## src/sbd_regs_regs.svh

```systemverilog
// constants of the sign-widen / bcd-adjust / minus-one slice
// assumes a 12-bit apb byte address and 32-bit data
`ifndef SBD_REGS_REGS_SVH
`define SBD_REGS_REGS_SVH
`define SBD_ADDR_CMD 12'h000
`define SBD_ADDR_ACC 12'h004
`define SBD_ADDR_EXT 12'h008
`define SBD_ADDR_OPND 12'h00c
`define SBD_ADDR_FLAGS 12'h010
`define SBD_ADDR_CTX 12'h014
`define SBD_ADDR_FAULT 12'h018
`define SBD_OPC_WIDEN 8'h99
`define SBD_OPC_DAA 8'h27
`define SBD_OPC_DAS 8'h2f
`define SBD_OPC_DEC_B 8'hfe
`define SBD_OPC_DEC_V 8'hff
`define SBD_OPC_DEC_R 5'h09
`define SBD_MODRM_DEC 3'h1
`define SBD_FLG_CF 0
`define SBD_FLG_PF 2
`define SBD_FLG_AF 4
`define SBD_FLG_ZF 6
`define SBD_FLG_SF 7
`define SBD_FLG_OF 11
`define SBD_FLG_ID 21
`define SBD_FLG_WMASK 32'h0000_08d5
`define SBD_FLAGS_RST 32'h0000_0000
`define SBD_DIGIT_MAX 4'h9
`define SBD_LO_ADJ 8'h06
`define SBD_HI_ADJ 8'h60
`define SBD_HI_MASK 8'hf0
`define SBD_DAA_HI_MAX 8'h90
`define SBD_DAS_HI_MAX 8'h9f
`define SBD_MODE_REAL 2'h0
`define SBD_MODE_PROT 2'h1
`define SBD_MODE_V86 2'h2
`define SBD_CPL_USER 2'h3
`define SBD_GP_CODE 16'h0000
`endif
```

## src/sbd_pkg.sv

```systemverilog
// types of the sign-widen / bcd-adjust / minus-one slice
// assumes sbd_regs_regs.svh holds the numeric constants
package sbd_pkg;

  typedef struct packed {
    logic [18:0] rsv;
    logic mem;
    logic size32;
    logic [2:0] reg_fld;
    logic [7:0] opcode;
  } sbd_cmd_type;

  typedef struct packed {
    logic [15:0] pf_code;
    logic [4:0] rsv;
    logic pf_hit;
    logic unaligned;
    logic [1:0] cpl;
    logic ac_en;
    logic ss_lim;
    logic null_sel;
    logic cds_lim;
    logic nonwr;
    logic [1:0] mode;
  } sbd_ctx_type;

  typedef struct packed {
    logic [15:0] code;
    logic [9:0] rsv;
    logic done;
    logic undef;
    logic ac;
    logic pf;
    logic ss;
    logic gp;
  } sbd_fault_type;

  typedef enum logic [4:0] {
    SBD_OP_NONE = 5'b00001,
    SBD_OP_WIDEN = 5'b00010,
    SBD_OP_DAA = 5'b00100,
    SBD_OP_DAS = 5'b01000,
    SBD_OP_DEC = 5'b10000
  } sbd_op_type;

endpackage : sbd_pkg

```

## src/sbd_core.sv

```systemverilog
// sign widen, packed bcd adjust and minus-one datapath slice
// assumes an apb master on clk; operands staged in registers by software
//
// Functional notes
// - 16-bit widen copies accumulator bit 15 into all extension word bits.
// - 32-bit widen copies accumulator bit 31 into all extension bits.
// - opcode 99 for both widens; size attribute picks; no flags, no faults.
// - bcd adjusts use only the accumulator low byte, never fault.
// - add adjust low digit: over 9 or aux set adds 6, sets aux.
// - add adjust high digit: high bits over 90 or carry adds 60, sets carry.
// - add adjust sets sign, zero, parity from result; overflow left as is.
// - sub adjust low digit: over 9 or aux set subtracts 6, sets aux.
// - sub adjust high digit: byte over 9f or carry subtracts 60.
// - sub adjust sets sign, zero, parity from result; overflow left.
// - minus-one subtracts one, writes back, keeps carry unchanged.
// - minus-one sets overflow, sign, zero, aux and parity from result.
// - minus-one decodes as fe /1, ff /1 and 48 plus register.
// - protected mode, non-writable destination gives protection fault code 0.
// - segment limit overrun faults; null selector faults in protected mode.
// - protected mode null data selector gives protection fault code 0.
// - stack segment limit overrun gives stack fault in all modes.
// - alignment fault when enabled: protected at level 3, always in v86.
// - page fault with fault code in protected and v86 modes.
// - feature-query flag is writable both ways when implemented, else fixed.
`timescale 1ns/1ns
`include "sbd_regs_regs.svh"

module sbd_core
  import sbd_pkg::*;
#(
  parameter logic FEATURE_QUERY_IMPL = 1'b1
) (
  // clock and reset
  input wire logic clk,
  input wire logic reset_n,
  // apb slave
  input wire logic psel,
  input wire logic penable,
  input wire logic pwrite,
  input wire logic [11:0] paddr,
  input wire logic [31:0] pwdata,
  output logic [31:0] prdata,
  output logic pready,
  output logic pslverr
);

  //////////////////////////////////////////////////////////////////////
  // state

  logic [31:0] acc_r;
  logic [31:0] ext_r;
  logic [31:0] opnd_r;
  logic [31:0] flags_r;
  sbd_cmd_type cmd_r;
  sbd_ctx_type ctx_r;
  sbd_fault_type fault_r;
  logic [31:0] prdata_r;
  logic pready_r;
  logic pslverr_r;

  logic [31:0] acc_nxt;
  logic [31:0] ext_nxt;
  logic [31:0] opnd_nxt;
  logic [31:0] flags_nxt;
  sbd_fault_type fault_nxt;

  //////////////////////////////////////////////////////////////////////
  // apb decode

  // one wait-free access: pready rises in the first access cycle
  wire logic setup_ph = psel & ~penable;
  wire logic xfer_done = psel & penable & pready_r;
  wire logic wr_en = xfer_done & pwrite;

  wire logic hit_cmd = paddr == `SBD_ADDR_CMD;
  wire logic hit_acc = paddr == `SBD_ADDR_ACC;
  wire logic hit_ext = paddr == `SBD_ADDR_EXT;
  wire logic hit_opnd = paddr == `SBD_ADDR_OPND;
  wire logic hit_flags = paddr == `SBD_ADDR_FLAGS;
  wire logic hit_ctx = paddr == `SBD_ADDR_CTX;
  wire logic hit_fault = paddr == `SBD_ADDR_FAULT;
  wire logic addr_hit = hit_cmd | hit_acc | hit_ext | hit_opnd |
                        hit_flags | hit_ctx | hit_fault;

  wire logic [31:0] rd_mux =
    hit_cmd ? cmd_r :
    hit_acc ? acc_r :
    hit_ext ? ext_r :
    hit_opnd ? opnd_r :
    hit_flags ? flags_r :
    hit_ctx ? ctx_r :
    hit_fault ? fault_r : 32'h0000_0000;

  wire logic exec = wr_en & hit_cmd;
  wire sbd_cmd_type cmd_w = pwdata;

  // one strobe per staged register; fault is read only, so it has none
  wire logic wr_acc = wr_en & hit_acc;
  wire logic wr_ext = wr_en & hit_ext;
  wire logic wr_opnd = wr_en & hit_opnd;
  wire logic wr_flags = wr_en & hit_flags;
  wire logic wr_ctx = wr_en & hit_ctx;

  // the answer is fixed at setup, so a late paddr change cannot alter it
  wire logic pready_nxt = setup_ph;
  wire logic pslverr_nxt = setup_ph & ~addr_hit;
  wire logic [31:0] prdata_nxt = pwrite ? 32'h0000_0000 : rd_mux;

  //////////////////////////////////////////////////////////////////////
  // instruction decode

  wire logic opc_dec_m = (cmd_w.opcode == `SBD_OPC_DEC_B |
                          cmd_w.opcode == `SBD_OPC_DEC_V) &
                         cmd_w.reg_fld == `SBD_MODRM_DEC;
  wire logic opc_dec_r = cmd_w.opcode[7:3] == `SBD_OPC_DEC_R;
  wire logic dec_byte = cmd_w.opcode == `SBD_OPC_DEC_B;
  // short form is register only, so it never touches memory
  wire logic dec_mem = opc_dec_m & cmd_w.mem;

  wire sbd_op_type op_sel =
    cmd_w.opcode == `SBD_OPC_WIDEN ? SBD_OP_WIDEN :
    cmd_w.opcode == `SBD_OPC_DAA ? SBD_OP_DAA :
    cmd_w.opcode == `SBD_OPC_DAS ? SBD_OP_DAS :
    (opc_dec_m | opc_dec_r) ? SBD_OP_DEC : SBD_OP_NONE;

  //////////////////////////////////////////////////////////////////////
  // sign widen

  // the word form leaves the upper half of the extension alone
  wire logic [31:0] widen_ext = cmd_w.size32 ?
    {32{acc_r[31]}} :
    {ext_r[31:16], {16{acc_r[15]}}};

  //////////////////////////////////////////////////////////////////////
  // bcd adjust of the accumulator low byte

  wire logic [7:0] al = acc_r[7:0];
  wire logic cf_in = flags_r[`SBD_FLG_CF];
  wire logic af_in = flags_r[`SBD_FLG_AF];
  wire logic lo_fix = (al[3:0] > `SBD_DIGIT_MAX) | af_in;

  wire logic [8:0] daa_lo_sum = {1'b0, al} + {1'b0, `SBD_LO_ADJ};
  wire logic [7:0] daa_al1 = lo_fix ? daa_lo_sum[7:0] : al;
  wire logic daa_cf1 = lo_fix ? (cf_in | daa_lo_sum[8]) : cf_in;
  wire logic daa_hi_fix = ((daa_al1 & `SBD_HI_MASK) > `SBD_DAA_HI_MAX) |
                          daa_cf1;
  wire logic [7:0] daa_res = daa_hi_fix ?
    daa_al1 + `SBD_HI_ADJ : daa_al1;

  wire logic [8:0] das_lo_dif = {1'b0, al} - {1'b0, `SBD_LO_ADJ};
  wire logic [7:0] das_al1 = lo_fix ? das_lo_dif[7:0] : al;
  wire logic das_cf1 = lo_fix ? (cf_in | das_lo_dif[8]) : cf_in;
  wire logic das_hi_fix = (das_al1 > `SBD_DAS_HI_MAX) | das_cf1;
  wire logic [7:0] das_res = das_hi_fix ?
    das_al1 - `SBD_HI_ADJ : das_al1;

  // sign, zero and parity only look at the adjusted byte
  wire logic daa_zf = daa_res == 8'h00;
  wire logic daa_pf = ~^daa_res;
  wire logic das_zf = das_res == 8'h00;
  wire logic das_pf = ~^das_res;

  //////////////////////////////////////////////////////////////////////
  // minus one

  wire logic [31:0] dec_full = opnd_r - 32'h0000_0001;
  wire logic dec_w32 = ~dec_byte & cmd_w.size32;
  wire logic dec_w16 = ~dec_byte & ~cmd_w.size32;
  wire logic [31:0] dec_wb =
    dec_w32 ? dec_full :
    dec_w16 ? {opnd_r[31:16], dec_full[15:0]} :
    {opnd_r[31:8], dec_full[7:0]};
  wire logic dec_zf = dec_w32 ? dec_full == 32'h0000_0000 :
                      dec_w16 ? dec_full[15:0] == 16'h0000 :
                      dec_full[7:0] == 8'h00;
  wire logic dec_sf = dec_w32 ? dec_full[31] :
                      dec_w16 ? dec_full[15] : dec_full[7];
  // overflow only when stepping from the most negative value
  wire logic dec_of = dec_w32 ? opnd_r == 32'h8000_0000 :
                      dec_w16 ? opnd_r[15:0] == 16'h8000 :
                      opnd_r[7:0] == 8'h80;
  // aux carry here is a borrow out of the low nibble
  wire logic dec_af = opnd_r[3:0] == 4'h0;
  wire logic dec_pf = ~^dec_full[7:0];

  //////////////////////////////////////////////////////////////////////
  // fault checks of the minus-one memory operand

  wire logic m_prot = ctx_r.mode == `SBD_MODE_PROT;
  wire logic m_v86 = ctx_r.mode == `SBD_MODE_V86;
  wire logic f_gp = dec_mem & ((m_prot & ctx_r.nonwr) |
                               ctx_r.cds_lim |
                               (m_prot & ctx_r.null_sel));
  wire logic f_ss = dec_mem & ctx_r.ss_lim;
  wire logic f_pf = dec_mem & ctx_r.pf_hit & (m_prot | m_v86);
  wire logic f_ac = dec_mem & ctx_r.ac_en & ctx_r.unaligned &
                    ((m_prot & ctx_r.cpl == `SBD_CPL_USER) | m_v86);
  // report only the highest priority fault: gp, ss, pf, ac
  wire logic r_gp = f_gp;
  wire logic r_ss = f_ss & ~f_gp;
  wire logic r_pf = f_pf & ~f_gp & ~f_ss;
  wire logic r_ac = f_ac & ~f_gp & ~f_ss & ~f_pf;
  wire logic any_fault = f_gp | f_ss | f_pf | f_ac;
  wire logic [15:0] f_code = r_pf ? ctx_r.pf_code : `SBD_GP_CODE;

  //////////////////////////////////////////////////////////////////////
  // status word as software writes it

  // bits outside the mask, other than the query bit, are reserved and always read back as zero
  wire logic [31:0] flg_keep = flags_r & ~`SBD_FLG_WMASK;
  wire logic [31:0] flg_soft = (pwdata & `SBD_FLG_WMASK) | flg_keep;
  // an older core without the query instruction keeps this bit at zero
  wire logic id_soft = FEATURE_QUERY_IMPL & pwdata[`SBD_FLG_ID];

  //////////////////////////////////////////////////////////////////////
  // next values

  always_comb begin
    acc_nxt = acc_r;
    ext_nxt = ext_r;
    opnd_nxt = opnd_r;
    flags_nxt = flags_r;
    fault_nxt = fault_r;
    if (wr_acc) begin
      acc_nxt = pwdata;
    end
    if (wr_ext) begin
      ext_nxt = pwdata;
    end
    if (wr_opnd) begin
      opnd_nxt = pwdata;
    end
    if (wr_flags) begin
      flags_nxt = flg_soft;
      flags_nxt[`SBD_FLG_ID] = id_soft;
    end
    if (exec) begin
      fault_nxt = '0;
      fault_nxt.done = 1'b1;
      unique case (op_sel)
        SBD_OP_NONE: begin
          fault_nxt.undef = 1'b1;
        end
        SBD_OP_WIDEN: begin
          ext_nxt = widen_ext;
        end
        SBD_OP_DAA: begin
          acc_nxt = {acc_r[31:8], daa_res};
          flags_nxt[`SBD_FLG_CF] = daa_hi_fix;
          flags_nxt[`SBD_FLG_AF] = lo_fix;
          flags_nxt[`SBD_FLG_SF] = daa_res[7];
          flags_nxt[`SBD_FLG_ZF] = daa_zf;
          flags_nxt[`SBD_FLG_PF] = daa_pf;
        end
        SBD_OP_DAS: begin
          acc_nxt = {acc_r[31:8], das_res};
          flags_nxt[`SBD_FLG_CF] = das_hi_fix;
          flags_nxt[`SBD_FLG_AF] = lo_fix;
          flags_nxt[`SBD_FLG_SF] = das_res[7];
          flags_nxt[`SBD_FLG_ZF] = das_zf;
          flags_nxt[`SBD_FLG_PF] = das_pf;
        end
        SBD_OP_DEC: begin
          if (any_fault) begin
            // operand and flags stay put so the op can restart
            fault_nxt.gp = r_gp;
            fault_nxt.ss = r_ss;
            fault_nxt.pf = r_pf;
            fault_nxt.ac = r_ac;
            fault_nxt.code = f_code;
          end else begin
            opnd_nxt = dec_wb;
            flags_nxt[`SBD_FLG_OF] = dec_of;
            flags_nxt[`SBD_FLG_SF] = dec_sf;
            flags_nxt[`SBD_FLG_ZF] = dec_zf;
            flags_nxt[`SBD_FLG_AF] = dec_af;
            flags_nxt[`SBD_FLG_PF] = dec_pf;
          end
        end
      endcase
    end
  end

  //////////////////////////////////////////////////////////////////////
  // registers

  // one short process per register keeps each reset value in view
  always_ff @(posedge clk or negedge reset_n) begin
    if (!reset_n) begin
      acc_r <= 32'h0000_0000;
    end else begin
      acc_r <= acc_nxt;
    end
  end

  always_ff @(posedge clk or negedge reset_n) begin
    if (!reset_n) begin
      ext_r <= 32'h0000_0000;
    end else begin
      ext_r <= ext_nxt;
    end
  end

  always_ff @(posedge clk or negedge reset_n) begin
    if (!reset_n) begin
      opnd_r <= 32'h0000_0000;
    end else begin
      opnd_r <= opnd_nxt;
    end
  end

  always_ff @(posedge clk or negedge reset_n) begin
    if (!reset_n) begin
      flags_r <= `SBD_FLAGS_RST;
    end else begin
      flags_r <= flags_nxt;
    end
  end

  always_ff @(posedge clk or negedge reset_n) begin
    if (!reset_n) begin
      fault_r <= '0;
    end else begin
      fault_r <= fault_nxt;
    end
  end

  // the command word is kept for read back only
  always_ff @(posedge clk or negedge reset_n) begin
    if (!reset_n) begin
      cmd_r <= '0;
    end else if (exec) begin
      cmd_r <= cmd_w;
    end
  end

  always_ff @(posedge clk or negedge reset_n) begin
    if (!reset_n) begin
      ctx_r <= '0;
    end else if (wr_ctx) begin
      ctx_r <= pwdata;
    end
  end

  // read data is caught at setup; nothing changes during the access
  always_ff @(posedge clk or negedge reset_n) begin
    if (!reset_n) begin
      prdata_r <= 32'h0000_0000;
    end else if (setup_ph) begin
      prdata_r <= prdata_nxt;
    end
  end

  always_ff @(posedge clk or negedge reset_n) begin
    if (!reset_n) begin
      pready_r <= 1'b0;
    end else begin
      pready_r <= pready_nxt;
    end
  end

  always_ff @(posedge clk or negedge reset_n) begin
    if (!reset_n) begin
      pslverr_r <= 1'b0;
    end else begin
      pslverr_r <= pslverr_nxt;
    end
  end

  assign prdata = prdata_r;
  assign pready = pready_r;
  assign pslverr = pslverr_r;

endmodule : sbd_core

```

## config.mk

```make
export PLATFORM = sky130hd
export DESIGN_NAME = sbd_core
export DESIGN_NICKNAME = d
export VERILOG_FILES = /design/src/sbd_pkg.sv /design/src/sbd_core.sv
export VERILOG_INCLUDE_DIRS = /design/src
export SDC_FILE = /design/constraint.sdc
export NUM_CORES = 1
export LEC_CHECK = 0
export BUFFER_PORTS_ARGS = -buffer_cell sky130_fd_sc_hd__clkbuf_2
export CAP_MARGIN = 20
export CORE_ASPECT_RATIO = 0.9
export CORE_MARGIN = 2
export CORE_UTILIZATION = 40
export CTS_CLUSTER_SIZE = 24
export DETAILED_ROUTE_END_ITERATION = 12
export HOLD_SLACK_MARGIN = 0.02
export PLACE_DENSITY_LB_ADDON = 0.2
export SLEW_MARGIN = 20
export SYNTH_ARGS = -nofsm -noshare
export SYNTH_HDL_FRONTEND = slang
export SYNTH_SLANG_ARGS = --single-unit
```

## constraint.sdc

```tcl
create_clock -name clk -period 4.25 [get_ports clk]
set_clock_uncertainty 0.1 [all_clocks]
set_input_delay 1.0625 -clock clk [delete_from_list [all_inputs] [get_ports clk]]
set_output_delay 1.0625 -clock clk [all_outputs]
set_load 0.02 [all_outputs]
```

==> summary.md <==
| Metric | Value |
|---|---|
| Met1 GRT Util | `37.00%` |
| Die height | `168.1 um` |
| Via count of the first global-routing pass | `10,220` |
| Post-CTS Setup Inserts | `0` |
| Drt pass-1 iters | `6` |
| DRC viols | `0` |
| CP Launch Type | `register` |
| Crit Path Max Fanout | `9` |
| Clock root cell | `clkbuf_16` |
| Post-synth EDFFs | `0` |
| Largest net degree at the start of global routing | `91` |
| Slowest cell delay on critical path | `520 ps` |
| Cell Area, Synth | `11,970 um2` |
| Hold path depth | `2` |
| Fillers | `2,878` |
| Global routing usage on met3 | `3.961%` |
| Most Crowded Layer GR | `met2` |
| Pwr dens | `326.6 nW/um2` |
| Largest delay share family, worst path | `compound AO/OA/AOI/OAI gates` |
| Initial antenna violation count | `0` |
| Most frequent CP cell | `xnor2_1` |
| Total leakage power | `6.377 nW` |
| Core outline area | `29,650 um2` |
| Worst endpoint data arrival time | `4150 ps` |
| Clock latency on the worst-skew pair | `530 ps` |
| H-tree levels | `1` |
| Final setup fails | `0` |
| DR WL/cell | `22.34 um` |
| Effective utilization at floorplan | `40.35%` |
| CTS tree | `built` |
| Worst R2R Path Depth | `15` |
| Sequential fraction of the synthesis area | `46.64%` |
| Reg clk slew, reported paths | `60 ps` |
| CTS Buf Count | `25` |
| Area Growth Syn to Fin | `15.61%` |
| Die width | `186.3 um` |
| Drt total wl | `39.25 mm` |
| Std cell rows | `60` |
| Global-route wire length before repair | `61.66 mm` |
| Cell count after synthesis | `1,265` |
| PortBufs | `82` |
| Max Slew Vio Count | `0` |
| Layout cell share with drive strength beyond 1 | `18.77%` |
| GP Congestion | `0.9401` |
| Clock sinks | `223` |
| Number of distinct library cells after synthesis | `72` |
| Levels on crit path | `15` |
| Via count | `10,300` |
| DR iter-0 viols | `1,075` |
| Nets@finish | `1,407` |
| Tightest Pin Transition | `761.0 ps` |
| Die area | `31,320 um2` |
| Max-cap violations | `0` |
| CTS Hold Buffers Added | `0` |
| Peak supply drop | `0.2378 mV` |
| Max Fclk | `0.2641 GHz` |
| Post-DRT Antenna Nets | `0` |
| Met2 Track Usage GR | `38.90%` |
| CP Capture Type | `register` |
| Gr usage total | `25.15%` |
| Hold path startpoint | `cmd_r[25]` |
| Post-Syn Nets | `1,334` |
| Worst hold path class | `register to register` |
| Vias per cell | `5.860` |
| Ys async rst share | `100.0%` |
| Post-layout min period | `3786 ps` |
| Bufs on Longest Clock Path | `3` |
| Grt ovf | `0` |
| Worst-path cell chain | `inv_1 -> ha_1 -> nand2b_1 -> nor3b_1 -> xnor2_1 -> o21ai_0 -> nand2b_1 -> xnor2_1 -> ha_1 -> xor2_1 -> xnor2_1 -> o21ai_0 -> xnor2_1 -> nand2_1 -> a21oi_1` |
| Setup TNS | `0 ps` |
| Critical path's slowest cell | `dfrtp_1` |
| FF+latch count, synth | `223` |
| WP buf/inv | `1` |
| Filler-free cell count of the finished design | `1,757` |
| Crit Path Class | `register to register` |
| CTS resizes | `0` |
| DP Cell Count | `1,714` |
| RSZ-0062 raised after global routing | `false` |
| Synth warn | `0` |
| Worst setup margin | `464.1 ps` |
| Reg-to-Reg Start | `acc_r[1]` |
| DP Worst Slack | `252.7 ps` |
| Post-DP HPWL | `27.70 mm` |
| Synthesized area per cell | `9.459 um2` |
| Relative slew slack | `48.80%` |
| Dpl cell area | `13,010 um2` |
| Worst endpoint required time | `4610 ps` |
| IO Pins | `83` |
| Final count of hold timing violations | `0` |
| Outcome | `complete, no violations` |
| Top FF cell, synth | `dfrtp_1` |
| CP Launch Point | `acc_r[1]` |
| Design area | `13,830 um2` |
| Final worst-path cycle share | `89.08%` |
==> final timing paths <==
| check | endpoint | slack (ps) |
|---|---|---|
| max | flags_r[2] | 460 |
| min | cmd_r[25] | 360 |
| max reg2reg | flags_r[2] | 460 |
| min reg2reg | cmd_r[25] | 360 |
| max in group asynchronous | fault_r[28] | 2690 |
| min in group asynchronous | prdata[5] | 460 |
==> stage by stage <==
stage	hold WS (ps)	power, W	utilization, %
floorplan	333.4	0.002208	-
global placement	343.4	0.002339	43.86
detailed placement	350.1	0.002339	43.86
CTS	363.6	0.004555	46.64
global route	379.6	0.004649	46.64
finish	355.7	0.004518	46.65
==> cells in the mapped netlist, types with 20 or more instances <==
master | n | area (um2)
nand2_1 | 225 | 844.6
dfrtp_1 | 223 | 5580
o21ai_0 | 83 | 415.4
a21oi_1 | 75 | 375.4
nor2_1 | 74 | 277.8
clkbuf_1 | 65 | 244.0
mux2_2 | 61 | 686.9
a221oi_1 | 42 | 367.9
mux2i_1 | 37 | 370.4
xnor2_1 | 27 | 236.5
buf_2 | 26 | 130.1
a22o_1 | 20 | 175.2
ha_1 | 20 | 250.2
==> power by group <==
part	total (W)	leakage [nW]	internal, W	switching (W)
sequential	0.00213	3.07	0.00213	0.00000189
clock	0.00222	0.411	0.00134	0.000881
combinational	0.000171	2.89	0.0000404	0.000130
==> worst reg2reg max path, delay by kind of cell (launching register included) <==
kind	cells	cell delay, ps
and+or+nand+nor	4	620
xor gates and xnor gates	5	830
DFF	1	520
AOI/OAI and AO/OA	3	910
adders and majority gates	2	560
buffers and inverters	1	190
==> sequential cells by signal, indices dropped and copies added, names as in the netlist <==
name,count
acc_r,32
cmd_r,32
ctx_r,32
ext_r,32
opnd_r,32
prdata,32
fault_r,22
flags_r,7
pready,1
pslverr,1
==> cells by family (layout without fill, tap and decap cells) <==
| family | count (synthesis) | in the layout | synth area share [%] |
|---|---|---|---|
| fa+ha+maj | 20 | 20 | 2.091 |
| simple gates | 448 | 448 | 17.74 |
| xor+xnor | 37 | 37 | 2.708 |
| mux | 98 | 98 | 8.836 |
| buf+inv | 114 | 202 | 3.879 |
| other cells | 0 | 1 | 0 |
| flops | 223 | 223 | 46.64 |
| compound gates | 325 | 325 | 18.11 |
==> cell type report <==
cell class / instances / area [um2] / share of cell area, %
Multi-Input combinational cell: 928 / 5941 / 42.94
Clock buffer: 34 / 709.4 / 5.128
Timing Repair Buffer: 140 / 905.9 / 6.548
Tap cell: 403 / 504.2 / 3.645
Antenna cell: 1 / 2.502 / 0.01809
Clock inverter: 8 / 115.1 / 0.8321
Inverter: 20 / 75.07 / 0.5427
Sequential cell: 223 / 5580 / 40.34
==> layer usage <==
metal | routed length, um | vias up
li1 | - | 4747
met1 | 18460 | 5108
met2 | 17400 | 386
met3 | 2589 | 55
met4 | 809 | 0
met5 | 0 | -
==> placed cells by master, fill, tap and decap left out, drive strengths merged, types with 17 or more instances in the layout <==
cell type / n
a22o: 20
o21ai: 84
mux2i: 37
a21oi: 75
nor2: 78
xnor2: 27
mux2: 61
dfrtp: 223
inv: 19
nand2: 226
a221oi: 42
buf: 59
clkbuf: 115
nand3: 18
nor3: 17
ha: 20
Power figures use the tool's default switching activity.
